==> config.mk <==
export PLATFORM = sky130hd
export DESIGN_NAME = ahp_host_port
export DESIGN_NICKNAME = d
export VERILOG_FILES = /design/src/design/ahp_pkg.sv /design/src/design/ahp_fifo.sv /design/src/design/ahp_host_port.sv /design/src/design/ahp_regmem.sv
export SDC_FILE = /design/constraint.sdc
export NUM_CORES = 2
export LEC_CHECK = 0
export BUFFER_PORTS_ARGS = -buffer_cell sky130_fd_sc_hd__buf_2
export CAP_MARGIN = 20
export CELL_PAD_IN_SITES_DETAIL_PLACEMENT = 2
export CELL_PAD_IN_SITES_GLOBAL_PLACEMENT = 2
export CORE_UTILIZATION = 48
export DETAILED_ROUTE_END_ITERATION = 10
export PLACE_DENSITY = 0.75
export SYNTH_ARGS = -nofsm -noshare
export SYNTH_HDL_FRONTEND = slang
export SYNTH_SLANG_ARGS = --single-unit
==> constraint.sdc <==
create_clock -name clock_in -period 4.52 [get_ports clock_in]
set_input_delay 0.452 -clock clock_in [delete_from_list [all_inputs] [get_ports clock_in]]
set_output_delay 0.452 -clock clock_in [all_outputs]
set_load 0.01 [all_outputs]
==> src/design/ahp_pkg.sv <==
package ahp_pkg;

  // ----------------------------------------------------------------
  // Word layout
  // ----------------------------------------------------------------
  localparam int WORD_W = 16;
  localparam int CMD_WRITE_POS = 15;
  localparam int ADDR_MSB = 14;
  localparam int ADDR_LSB = 9;
  localparam int DATA_MSB = 8;
  localparam int ADDR_W = 6;
  localparam int REG_DATA_W = 9;
  localparam int PAIR_W = 3;

  // ----------------------------------------------------------------
  // Register addresses and reset values
  // ----------------------------------------------------------------
  localparam logic [5:0] EXIT_ADDR = 6'h00;
  localparam logic [8:0] EXIT_DATA = 9'h000;
  localparam logic [5:0] CHANNEL_REG_ADDR = 6'h03;
  localparam logic [2:0] CHANNEL_RESET = 3'h0;
  localparam logic [8:0] REG_RESET = 9'h000;

  // ----------------------------------------------------------------
  // Buffering and serial counts
  // ----------------------------------------------------------------
  localparam int FIFO_DEPTH = 32;
  localparam logic [5:0] SERIAL_BITS_DUAL = 6'h10;
  localparam logic [5:0] SERIAL_BITS_SINGLE = 6'h20;

  // ----------------------------------------------------------------
  // Types
  // ----------------------------------------------------------------
  typedef struct packed {
    logic [15:0] a;
    logic [15:0] b;
  } ahp_result_t;

  typedef struct packed {
    logic write;
    logic [5:0] addr;
    logic [8:0] data;
  } ahp_cmd_t;

  typedef enum logic [1:0] {
    ST_IDLE = 2'b01,
    ST_BUSY = 2'b10
  } ahp_conv_state_t;

endpackage

==> src/design/ahp_fifo.sv <==
`timescale 1ns/1ps
module ahp_fifo #(
  parameter int WIDTH = 32,
  parameter int DEPTH = 32
) (
  input wire logic clock_in,
  input wire logic rst_n_in,
  input wire logic flush_in,
  input wire logic in_valid_in,
  input wire logic [WIDTH-1:0] in_data_in,
  output logic in_ready_out,
  output logic out_valid_out,
  output logic [WIDTH-1:0] out_data_out,
  input wire logic out_ready_in
);
  localparam int AW = $clog2(DEPTH);

  initial begin
    if (DEPTH < 2 || (DEPTH & (DEPTH - 1)) != 0 || WIDTH < 1) begin
      $error("ahp_fifo: DEPTH must be a power of two >= 2");
    end
  end

  logic [WIDTH-1:0] mem [DEPTH];
  logic [AW:0] wr_ptr;
  logic [AW:0] rd_ptr;
  logic push;
  logic pop;

  // Full when pointers differ only in the wrap bit
  assign in_ready_out = !((wr_ptr[AW] != rd_ptr[AW]) &&
                          (wr_ptr[AW-1:0] == rd_ptr[AW-1:0]));
  assign out_valid_out = (wr_ptr != rd_ptr);
  assign out_data_out = mem[rd_ptr[AW-1:0]];
  assign push = in_valid_in && in_ready_out;
  assign pop = out_ready_in && out_valid_out;

  always_ff @(posedge clock_in) begin
    if (push) begin
      mem[wr_ptr[AW-1:0]] <= in_data_in;
    end
  end

  always_ff @(posedge clock_in) begin
    if (!rst_n_in || flush_in) begin
      wr_ptr <= '0;
      rd_ptr <= '0;
    end else begin
      if (push) begin
        wr_ptr <= wr_ptr + 1'b1;
      end
      if (pop) begin
        rd_ptr <= rd_ptr + 1'b1;
      end
    end
  end
endmodule // ahp_fifo

==> src/design/ahp_host_port.sv <==
// Overview of operation
// - Pin-selected mode converts the pair coded on pair_select, 000 to 111.
// - Pair select is sampled on leaving full or partial reset.
// - After reset, pair select is sampled while busy is high.
// - Register-selected mode uses the channel register, reset to pair 0.
// - Rising conversion start begins conversion; busy high until results ready.
// - Parallel bus driven only while chip select and read are both low.
// - Chip select rising releases the bus; falling allows driving again.
// - First read after busy falls gives A result, next gives B.
// - Writing zero to address zero leaves register readback mode; in pin-selected mode the write is ignored and readback mode holds.
// - Write word: bit 15 set, address bits 14..9, data bits 8..0.
// - Register write is one 16-bit access captured on write rising edge.
// - Register writes accepted only in register-selected mode.
// - Read command: bit 15 clear, address bits 14..9, low bits ignored.
// - Read command copies the addressed register to the output register.
// - Returned register words carry the address in bits 14..9.
// - Bus bit 0 is the least significant bit of every word.
// - Dual-line: A on first output, B on second; single-line sends A then B on the first.
// - Single or dual line choice is latched only leaving full reset.
// - Serial chip select falling enables outputs with MSB; rising clock shifts.
// - Single-line sends A before B in 32 serial clocks.
`timescale 1ns/1ps
module ahp_host_port
  import ahp_pkg::*;
#(
  parameter int DEPTH = FIFO_DEPTH
) (
  input wire logic clock_in,
  input wire logic rst_n_in,
  input wire logic partial_reset_in,
  input wire logic pin_mode_in,
  input wire logic interface_select_in,
  input wire logic single_line_select_in,
  input wire logic [2:0] pair_select_in,
  input wire logic conversion_start_in,
  output logic busy_out,
  output logic conversion_request_out,
  output logic [2:0] conversion_pair_out,
  input wire logic result_valid_in,
  input wire ahp_result_t result_in,
  output logic result_ready_out,
  input wire logic cs_n_in,
  input wire logic rd_n_in,
  input wire logic wr_n_in,
  input wire logic serial_clock_in,
  input wire logic [15:0] parallel_data_bus_in,
  output logic [15:0] parallel_data_bus_out,
  output logic parallel_data_bus_oe_out,
  output logic serial_out_first_out,
  output logic serial_out_first_oe_out,
  output logic serial_out_second_out,
  output logic serial_out_second_oe_out
);
  initial begin
    if (DEPTH < 2) begin
      $error("ahp_host_port: DEPTH too small");
    end
  end

  // ----------------------------------------------------------------
  // Edge detection and reset exit
  // ----------------------------------------------------------------
  logic cs_prev, rd_prev, wr_prev, conv_prev, sclk_prev;
  logic in_full_rst, in_part_rst;
  logic cs_fall, cs_rise, rd_fall, wr_rise, conv_rise, sclk_rise;
  logic full_exit, any_exit, soft_rst;

  always_ff @(posedge clock_in) begin
    if (!rst_n_in) begin
      cs_prev <= 1'b1;
      rd_prev <= 1'b1;
      wr_prev <= 1'b1;
      conv_prev <= 1'b1;
      sclk_prev <= 1'b1;
    end else begin
      cs_prev <= cs_n_in;
      rd_prev <= rd_n_in;
      wr_prev <= wr_n_in;
      conv_prev <= conversion_start_in;
      sclk_prev <= serial_clock_in;
    end
  end

  always_ff @(posedge clock_in) begin
    if (!rst_n_in) begin
      in_full_rst <= 1'b1;
      in_part_rst <= 1'b0;
    end else begin
      in_full_rst <= 1'b0;
      in_part_rst <= partial_reset_in;
    end
  end

  assign cs_fall = cs_prev && !cs_n_in;
  assign cs_rise = !cs_prev && cs_n_in;
  assign rd_fall = rd_prev && !rd_n_in && !cs_n_in;
  assign wr_rise = !wr_prev && wr_n_in && !cs_n_in;
  assign conv_rise = !conv_prev && conversion_start_in;
  assign sclk_rise = !sclk_prev && serial_clock_in && !cs_n_in;
  assign full_exit = in_full_rst;
  assign any_exit = in_full_rst || (in_part_rst && !partial_reset_in);
  assign soft_rst = partial_reset_in;

  // ----------------------------------------------------------------
  // Latched configuration
  // ----------------------------------------------------------------
  logic pin_mode, single_line;

  // latch line count
  // Straps are caught on the first clock after full reset release
  always_ff @(posedge clock_in) begin
    if (!rst_n_in) begin
      pin_mode <= 1'b0;
      single_line <= 1'b0;
    end else if (full_exit) begin
      pin_mode <= pin_mode_in;
      single_line <= !single_line_select_in;
    end
  end

  // ----------------------------------------------------------------
  // Channel pair selection
  // ----------------------------------------------------------------
  logic [2:0] hw_pair, channel_reg, next_pair;

  always_ff @(posedge clock_in) begin
    if (!rst_n_in) begin
      hw_pair <= CHANNEL_RESET;
    end else if (any_exit || busy_out) begin
      hw_pair <= pair_select_in;
    end
  end

  assign next_pair = pin_mode ? hw_pair : channel_reg;

  // ----------------------------------------------------------------
  // Conversion control
  // ----------------------------------------------------------------
  ahp_conv_state_t state;
  logic fifo_in_ready, fifo_out_valid, push, start_ok;
  ahp_result_t head;
  logic pop;

  assign start_ok = conv_rise && (state == ST_IDLE) && fifo_in_ready;
  assign result_ready_out = fifo_in_ready && (state == ST_BUSY);
  assign push = result_valid_in && result_ready_out;
  assign busy_out = (state == ST_BUSY);

  // start and busy
  // Starts while full are dropped so no result can be lost
  always_ff @(posedge clock_in) begin
    if (!rst_n_in || soft_rst) begin
      state <= ST_IDLE;
    end else begin
      case (state)
        ST_IDLE: begin
          if (start_ok) begin
            state <= ST_BUSY;
          end
        end
        ST_BUSY: begin
          if (push) begin
            state <= ST_IDLE;
          end
        end
        default: state <= ST_IDLE;
      endcase
    end
  end

  always_ff @(posedge clock_in) begin
    if (!rst_n_in) begin
      conversion_request_out <= 1'b0;
      conversion_pair_out <= CHANNEL_RESET;
    end else begin
      conversion_request_out <= start_ok && !soft_rst;
      if (start_ok) begin
        conversion_pair_out <= next_pair;
      end
    end
  end

  ahp_fifo #(
    .WIDTH($bits(ahp_result_t)),
    .DEPTH(DEPTH)
  ) u_fifo (
    .clock_in(clock_in),
    .rst_n_in(rst_n_in),
    .flush_in(soft_rst),
    .in_valid_in(result_valid_in && busy_out),
    .in_data_in(result_in),
    .in_ready_out(fifo_in_ready),
    .out_valid_out(fifo_out_valid),
    .out_data_out(head),
    .out_ready_in(pop)
  );

  // ----------------------------------------------------------------
  // Register access
  // ----------------------------------------------------------------
  ahp_cmd_t cmd;
  logic reg_mode, reg_we;
  logic [5:0] rb_addr;
  logic [8:0] mem_rdata;
  logic [15:0] reg_word;

  assign cmd = ahp_cmd_t'(parallel_data_bus_in);
  assign reg_we = wr_rise && !interface_select_in && cmd.write &&
                  !pin_mode;

  always_ff @(posedge clock_in) begin
    if (!rst_n_in) begin
      channel_reg <= CHANNEL_RESET;
    end else if (reg_we && cmd.addr == CHANNEL_REG_ADDR) begin
      channel_reg <= cmd.data[2:0];
    end
  end

  always_ff @(posedge clock_in) begin
    if (!rst_n_in) begin
      reg_mode <= 1'b0;
      rb_addr <= EXIT_ADDR;
    end else if (wr_rise && !interface_select_in) begin
      if (!cmd.write) begin
        reg_mode <= 1'b1;
        rb_addr <= cmd.addr;
      end else if (reg_we && cmd.addr == EXIT_ADDR &&
                   cmd.data == EXIT_DATA) begin
        reg_mode <= 1'b0;
      end
    end
  end

  ahp_regmem u_regmem (
    .clock_in(clock_in),
    .rst_n_in(rst_n_in),
    .wr_en_in(reg_we),
    .wr_addr_in(cmd.addr),
    .wr_data_in(cmd.data),
    .rd_addr_in(rb_addr),
    .rd_data_out(mem_rdata)
  );

  assign reg_word = {1'b0, rb_addr,
                     (rb_addr == CHANNEL_REG_ADDR) ?
                     {6'h00, channel_reg} : mem_rdata};

  // ----------------------------------------------------------------
  // Parallel readout
  // ----------------------------------------------------------------
  logic ab_ptr, par_pop, ser_pop;

  always_ff @(posedge clock_in) begin
    if (!rst_n_in || soft_rst) begin
      ab_ptr <= 1'b0;
    end else if (push) begin
      ab_ptr <= 1'b0;
    end else if (rd_fall && !interface_select_in && !reg_mode) begin
      ab_ptr <= !ab_ptr;
    end
  end

  assign par_pop = rd_fall && !interface_select_in && !reg_mode &&
                   ab_ptr && !push && fifo_out_valid;
  assign pop = par_pop || ser_pop;

  always_ff @(posedge clock_in) begin
    if (!rst_n_in) begin
      parallel_data_bus_out <= 16'h0000;
    end else if (rd_fall && !interface_select_in) begin
      parallel_data_bus_out <= reg_mode ? reg_word :
                               (ab_ptr ? head.b : head.a);
    end
  end

  assign parallel_data_bus_oe_out = !cs_n_in && !rd_n_in &&
                                    !interface_select_in;

  // ----------------------------------------------------------------
  // Serial readout
  // ----------------------------------------------------------------
  logic [31:0] sh_first;
  logic [15:0] sh_second;
  logic [5:0] bit_cnt, bit_limit;

  assign bit_limit = single_line ? SERIAL_BITS_SINGLE : SERIAL_BITS_DUAL;
  assign ser_pop = sclk_rise && interface_select_in && !reg_mode &&
                   (bit_cnt + 6'h01 == bit_limit);

  always_ff @(posedge clock_in) begin
    if (!rst_n_in || soft_rst) begin
      sh_first <= 32'h00000000;
      sh_second <= 16'h0000;
      bit_cnt <= 6'h00;
    end else if (interface_select_in && cs_fall) begin
      bit_cnt <= 6'h00;
      sh_second <= reg_mode ? reg_word : head.b;
      if (reg_mode) begin
        sh_first <= {reg_word, 16'h0000};
      end else if (single_line) begin
        sh_first <= {head.a, head.b};
      end else begin
        sh_first <= {head.a, 16'h0000};
      end
    end else if (interface_select_in && sclk_rise &&
                 bit_cnt != bit_limit) begin
      sh_first <= {sh_first[30:0], 1'b0};
      sh_second <= {sh_second[14:0], 1'b0};
      bit_cnt <= bit_cnt + 6'h01;
    end
  end

  assign serial_out_first_out = sh_first[31];
  assign serial_out_second_out = sh_second[15];
  // second line only in dual mode
  assign serial_out_first_oe_out = !cs_n_in && interface_select_in;
  assign serial_out_second_oe_out = !cs_n_in && interface_select_in &&
                                    !single_line;

  // ----------------------------------------------------------------
  // Assertions
  // ----------------------------------------------------------------
  // drive gate
  a_bus_drive_gate: assert property (@(posedge clock_in)
    disable iff (!rst_n_in) parallel_data_bus_oe_out |->
      (!cs_n_in && !rd_n_in && !interface_select_in))
    else $error("bus driven outside read window");

  a_cs_release: assert property (@(posedge clock_in)
    disable iff (!rst_n_in) cs_rise |-> !parallel_data_bus_oe_out)
    else $error("bus not released after cs rise");

  a_first_read_a: assert property (@(posedge clock_in)
    disable iff (!rst_n_in || soft_rst)
    (rd_fall && !interface_select_in && !reg_mode && !ab_ptr && !push)
      |=> parallel_data_bus_out == $past(head.a))
    else $error("first read did not return A result");

  a_busy_start: assert property (@(posedge clock_in)
    disable iff (!rst_n_in || soft_rst)
    start_ok |=> busy_out && conversion_request_out &&
      conversion_pair_out == $past(next_pair))
    else $error("start did not raise busy");

  a_exit_regmode: assert property (@(posedge clock_in)
    disable iff (!rst_n_in)
    (reg_we && cmd.addr == EXIT_ADDR && cmd.data == EXIT_DATA)
      |=> !reg_mode)
    else $error("zero write did not leave readback mode");

  a_hw_write_block: assert property (@(posedge clock_in)
    disable iff (!rst_n_in) (pin_mode && !full_exit) |=>
      $stable(channel_reg))
    else $error("channel register changed in pin mode");

  a_regread_addr: assert property (@(posedge clock_in)
    disable iff (!rst_n_in)
    (wr_rise && !interface_select_in && !cmd.write) |=>
      reg_mode && reg_word[14:9] == $past(cmd.addr))
    else $error("readback word lacks address");

  a_pointer_reset: assert property (@(posedge clock_in)
    disable iff (!rst_n_in) $fell(busy_out) |-> !ab_ptr)
    else $error("A/B pointer not reset when busy fell");

  a_serial_msb: assert property (@(posedge clock_in)
    disable iff (!rst_n_in || soft_rst)
    (interface_select_in && cs_fall && !reg_mode) |=>
      serial_out_first_out == $past(head.a[15]))
    else $error("serial MSB not presented");
endmodule // ahp_host_port

==> src/design/ahp_regmem.sv <==
`timescale 1ns/1ps
module ahp_regmem
  import ahp_pkg::*;
#(
  parameter int AW = ADDR_W,
  parameter int DW = REG_DATA_W
) (
  input wire logic clock_in,
  input wire logic rst_n_in,
  input wire logic wr_en_in,
  input wire logic [AW-1:0] wr_addr_in,
  input wire logic [DW-1:0] wr_data_in,
  input wire logic [AW-1:0] rd_addr_in,
  output logic [DW-1:0] rd_data_out
);
  initial begin
    if (AW < 1 || DW < 1) begin
      $error("ahp_regmem: widths must be positive");
    end
  end

  logic [DW-1:0] mem [2**AW];

  // Reset clears every word, so readback never shows unknowns
  always_ff @(posedge clock_in) begin
    if (!rst_n_in) begin
      for (int i = 0; i < 2**AW; i++) begin
        mem[i] <= DW'(REG_RESET);
      end
    end else if (wr_en_in) begin
      mem[wr_addr_in] <= wr_data_in;
    end
  end

  always_ff @(posedge clock_in) begin
    if (!rst_n_in) begin
      rd_data_out <= '0;
    end else begin
      rd_data_out <= mem[rd_addr_in];
    end
  end
endmodule // ahp_regmem

[After elaboration in Yosys (flattened, before gate mapping)]
Memory sizes are Yosys's and may differ from the RTL's. A register that Yosys moved wholly into a read port is not among the register bits.
Cells that the tools add are included.
Word-level totals
  bits in registers: 111
  RAM bits: 1600
  input port bits: 63
  output and inout bits: 27
  word-level logic and storage cells: 136
  memories kept: 2
Cells by class
  add/subtract/negate cells: 3
  equal/unequal tests: 12
  mux-type cells: 28
  bitwise operators: 1
  reductions and logical operators: 67
Memories
  u_fifo.mem: depth 32, width 32, read ports 1, clocked after memory_dff 1, write ports 1, RTL line ahp_fifo.sv:24  | logic [WIDTH-1:0] mem [DEPTH];
  u_regmem.mem: depth 64, width 9, read ports 1, clocked after memory_dff 1, write ports 64, RTL line ahp_regmem.sv:22  | logic [DW-1:0] mem [2**AW];
Operators with widths (count)
  16-bit 2-to-1 mux: 6
  32-bit 2-to-1 mux: 3
  1-bit logical AND: 38
  6-bit by 1-bit adder with 6-bit output (second input constant): 3
  9-bit 2-to-1 mux: 2
  1-bit zero test: 16
  6-bit by 2-bit == test with 1-bit output (second input constant): 2
  6-bit 2-to-1 mux: 2
  6-bit inequality test: 2
  5-bit 2-to-1 mux: 2
  9-bit zero test: 1
  1-bit 2-to-1 mux: 9
  9-bit OR reduction: 1
  6-bit == test: 1
  6-bit zero test: 1
  2-bit AND reduction: 3
  5-bit == test: 1
  1-bit logical OR: 4
  2-bit 2-to-1 mux: 2
  2-bit by 1-bit inequality test with 1-bit output (second input constant): 2
  2-bit one-hot mux with 2 select lines: 1
  2-bit OR reduction: 2
  3-bit 2-to-1 mux: 1
  2-bit by 1-bit == test with 1-bit output (second input constant): 1
  5 further kinds: 5

[Depth between registers and ports, before layout]
  depth in word-level cells: 12
  gate-level depth with buffers: 11
  gate-level depth less buffers: 7

[Hierarchy]
Synthesis repeated with hierarchy kept, for this count alone.
Second synthesis, totals
  cells, all modules: 4611
  area total of the unflattened synthesis: 71914.0 um^2
By module, submodules not included
  ahp_fifo: instances 1, cells an instance 2314, area each 40452.5 um^2, sequential area each 31089.8 um^2
  ahp_regmem: instances 1, cells an instance 1750, area each 26774.4 um^2, sequential area each 17476.8 um^2
  ahp_host_port: instances 1, cells an instance 547, area each 4687.0 um^2, sequential area each 1981.9 um^2

[Worst setup path before layout]
Ideal clock, no wire load.
  kind: in2reg
  from: in cs_n_in
  to: mem u_regmem.mem[34][0] in the netlist's numbering (enable)
  arrival: 3048 ps
  slack: 1085 ps
  stages: 8
  path buffers: 3
  cell sequence: or4b_1 > buf_2 > nor3b_4 > nand2_2 > or4b_1 > buf_2 > buf_6 > o21ai_0
RTL lines
  start: declaration: RTL line ahp_host_port.sv:42  | input wire logic cs_n_in,
  end: declaration: RTL line ahp_regmem.sv:22

==> results.py <==
metrics = {
    "run_status": {
        "status": "finished clean",
    },
    "sta": {
        "slew_viol_final": 0,
        "fin_crit_sh_pct": 88.3,
        "setup_viol": 0,
        "rsz0062_at_grt": "false",
        "finalSetupTns_ns": 0,
        "slew_headroom_pct": 21.5,
        "worst_slew_pin_slew_ns": 1.17,
        "fin_ws_ns": 0.531,
        "fin_skew_ns": 0.0266,
        "period_minus_slack_ns": 3.99,
        "fmax_ghz": 0.251,
        "hold_viol_final": 0,
    },
    "setup_path": {
        "crit_buf_inv": 3,
        "cp_slowest_cell": "o21ai_0",
        "cp_top_family": "simple AND/OR/NAND/NOR gates",
        "regToRegSetupSlack_ns": 0.60,
        "start_kind": "input pin",
        "slowest_delay_ns": 0.86,
        "crit_type": "in2reg",
        "required_ns": 5.03,
        "r2r-start": "wr_prev$_SDFF_PN1_",
        "cp_max_fo": 9,
        "rr_endpoint": "u_regmem.mem[63][3]$_SDFFCE_PN0P_",
        "critical_path_arrival_ns": 4.50,
        "cp-end-kind": "flip-flop",
        "crit_chain": "dlygate4sd3_1 -> buf_2 -> or4b_1 -> nor3b_4 -> and3_1 -> nand3_1 -> o21ai_0 -> buf_4",
        "worst_r2r_path_depth": 6,
    },
    "yosys": {
        "yosysUniqueCellTypes": 68,
        "synth-async-reset-ratio_pct": 0,
        "ys_seq_elements": 1725,
        "avgSynthCellArea_sq_um": 17.3,
        "ys.flop_type": "edfxtp_1",
        "syn_area_sq_um": 71000,
        "yosysWarningCount": 0,
        "synth_seq_area_share_pct": 71.2,
        "syn_nets": 4182,
        "synth_edf_count": 1600,
        "synthCells": 4111,
    },
    "clocking": {
        "clock_path_buffers": 3,
        "cts_resized": 0,
        "numCtsBuffers": 180,
        "post_cts_buffers": 0,
        "htreeDepth": 4,
        "cts_tree": "built",
        "numClockSinks": 1725,
        "worstSkewPairLatency_ns": 0.83,
        "hold_buffers": 13,
        "clockRootBuffer": "clkbuf_16",
        "clk_pin_slew_worst_paths_ns": 0.06,
    },
    "final_layout": {
        "drive_gt1_share_pct": 21.9,
        "postLayoutCellArea_sq_um": 80600,
        "largest_reg_flops": 1024,
        "top_register": "u_fifo.mem",
        "finalNetCount": 4393,
        "multi_input_area_sq_um": 19600,
        "fillers": 12400,
        "reg_top3": "u_fifo.mem (1024), u_regmem.mem (576), sh_first (32)",
        "seqCellArea_sq_um": 50600,
        "area_growth_syn_to_layout_pct": 13.5,
    },
    "die": {
        "initial_core_util_pct": 48.5,
        "dieArea_sq_um": 149000,
        "die_h_microns": 387,
        "num_rows": 140,
        "ios": 90,
        "fp.dieW_microns": 387,
        "core_sq_um": 146000,
    },
    "global_route": {
        "antenna_found_initial": 13,
        "overflow": 0,
        "grt_pass1_vias": 46000,
        "grt_pass1_wl_microns": 378000,
        "grt_start_max_net_pins": 66,
        "grt_usage_pct": 36.3,
    },
    "route": {
        "totalWireLength_microns": 271000,
        "vias": 43700,
        "viasPerCell": 6.84,
        "dr.first_iter.drc_count": 5395,
        "avgRoutedWirePerCell_microns": 42.4,
        "antenna_left": 0,
        "drcViolationCount": 0,
        "dr.pass1.iters": 5,
    },
    "placement": {
        "post-place-ws_ns": 0.572,
        "postPlaceCellArea_sq_um": 74800,
        "gp_congestion": 0.799,
        "dpl.hpwl_microns": 158000,
        "port_buffers": 89,
    },
    "worst_hold_path": {
        "hold_path_depth": 3,
        "min_path_type": "in2reg",
        "hold_path_startpoint": "parallel_data_bus_in[9]",
        "worstHoldEndpoint": "rb_addr[0]$_SDFFE_PN0P_",
    },
    "pwr": {
        "leakage_uw": 0.0262,
        "ir_worst_vdd_uv": 414,
        "p_per_area_nw_per_um2": 417,
    },
    "run": {
        "drv_cap": 0,
    },
}
[how the worst max path moves through the flow]
stage	from	to	slack (ns)	cells past startpoint
5_1_grt	cs_n_in	u_regmem.mem[63][3]$_SDFFCE_PN0P_	0.46	8
3_5_place_dp	cs_n_in	u_regmem.mem[63][7]$_SDFFCE_PN0P_	0.57	7
3_3_place_gp	cs_n_in	u_regmem.mem[63][2]$_SDFFCE_PN0P_	0.87	7
2_1_floorplan	cs_n_in	u_regmem.mem[34][0]$_SDFFCE_PN0P_	1.09	8
6_report	cs_n_in	u_regmem.mem[63][3]$_SDFFCE_PN0P_	0.53	8
4_1_cts	cs_n_in	u_regmem.mem[63][3]$_SDFFCE_PN0P_	0.67	8
[cells in the mapped netlist (all sizes together), types with 17 or more instances]
library cell | count | area, sq um
dfxtp | 125 | 2500
mux2i | 201 | 2010
nand2b | 18 | 113
a211oi | 17 | 128
a21oi | 40 | 200
nand4 | 25 | 156
buf | 92 | 420
nand2 | 94 | 355
nor2 | 179 | 719
o22ai | 23 | 144
nand3 | 66 | 330
o21ai | 153 | 766
clkbuf | 184 | 691
a22oi | 132 | 991
edfxtp | 1600 | 48000
and2 | 584 | 3650
mux4 | 358 | 8060
[metal layers]
metal / part of all wire [%] / vias up / track usage, %
li1: - / 16600 / -
met1: 38 / 23600 / 46.4
met2: 49 / 2728 / 59.8
met3: 8.1 / 709 / 6.49
met4: 5.5 / 10 / 18.0
met5: 0.029 / - / 0
[logic make-up (layout without fill, tap and decap cells)]
| logic type | count (synthesis) | after routing | share of synthesized area, % |
|---|---|---|---|
| other cells | 0 | 4 | 0 |
| compound gates | 441 | 441 | 4.01 |
| simple gates | 1058 | 1058 | 8.44 |
| mux | 570 | 570 | 14.4 |
| buf+inv | 292 | 648 | 1.65 |
| flops | 1725 | 1725 | 71.2 |
| fa+ha+maj | 8 | 8 | 0.141 |
| xor+xnor | 17 | 17 | 0.210 |
[where the power goes]
part           internal (uW)  total, uW  switching [uW]
Combinational            221        907             687
Clock                   8290      15000            6700
Sequential             17600      17700             123
[placed cells by master, fill, tap and decap left out, types with 52 or more instances in the layout]
master / n
nand3_1: 66
mux4_2: 358
and2_1: 583
clkbuf_1: 52
mux2i_1: 201
o21ai_0: 152
nor2_1: 136
dfxtp_1: 118
a22oi_1: 132
edfxtp_1: 1600
buf_4: 184
buf_2: 88
clkbuf_16: 186
nand2_1: 92
[cell type report]
class	count	share of cell area, %
Tap cell	1917	2.98
Inverter	16	0.0745
Sequential cell	1725	62.7
Timing Repair Buffer	305	2.92
Multi-Input combinational cell	2094	24.3
Clock buffer	243	6.10
Antenna cell	4	0.0124
Clock inverter	84	0.872
[metrics by stage]
stage | hold slack, ns | cells | utilization (%) | power (uW)
floorplan | 0.444 | 4111 | - | 18300
global placement | 0.465 | 6043 | 51.2 | 18800
detailed placement | 0.478 | 6043 | 51.2 | 18900
CTS | 0.00443 | 6383 | 55.1 | 33700
global route | 0.0625 | 6388 | 55.1 | 34200
finish | 0.0582 | 6388 | 55.1 | 33600
[tightest hold or removal path: stages]
cell and delay, ns:
buf_2 0.21, nand2_1 0.10, a21oi_1 0.06
(Power assumes the default switching activity.)
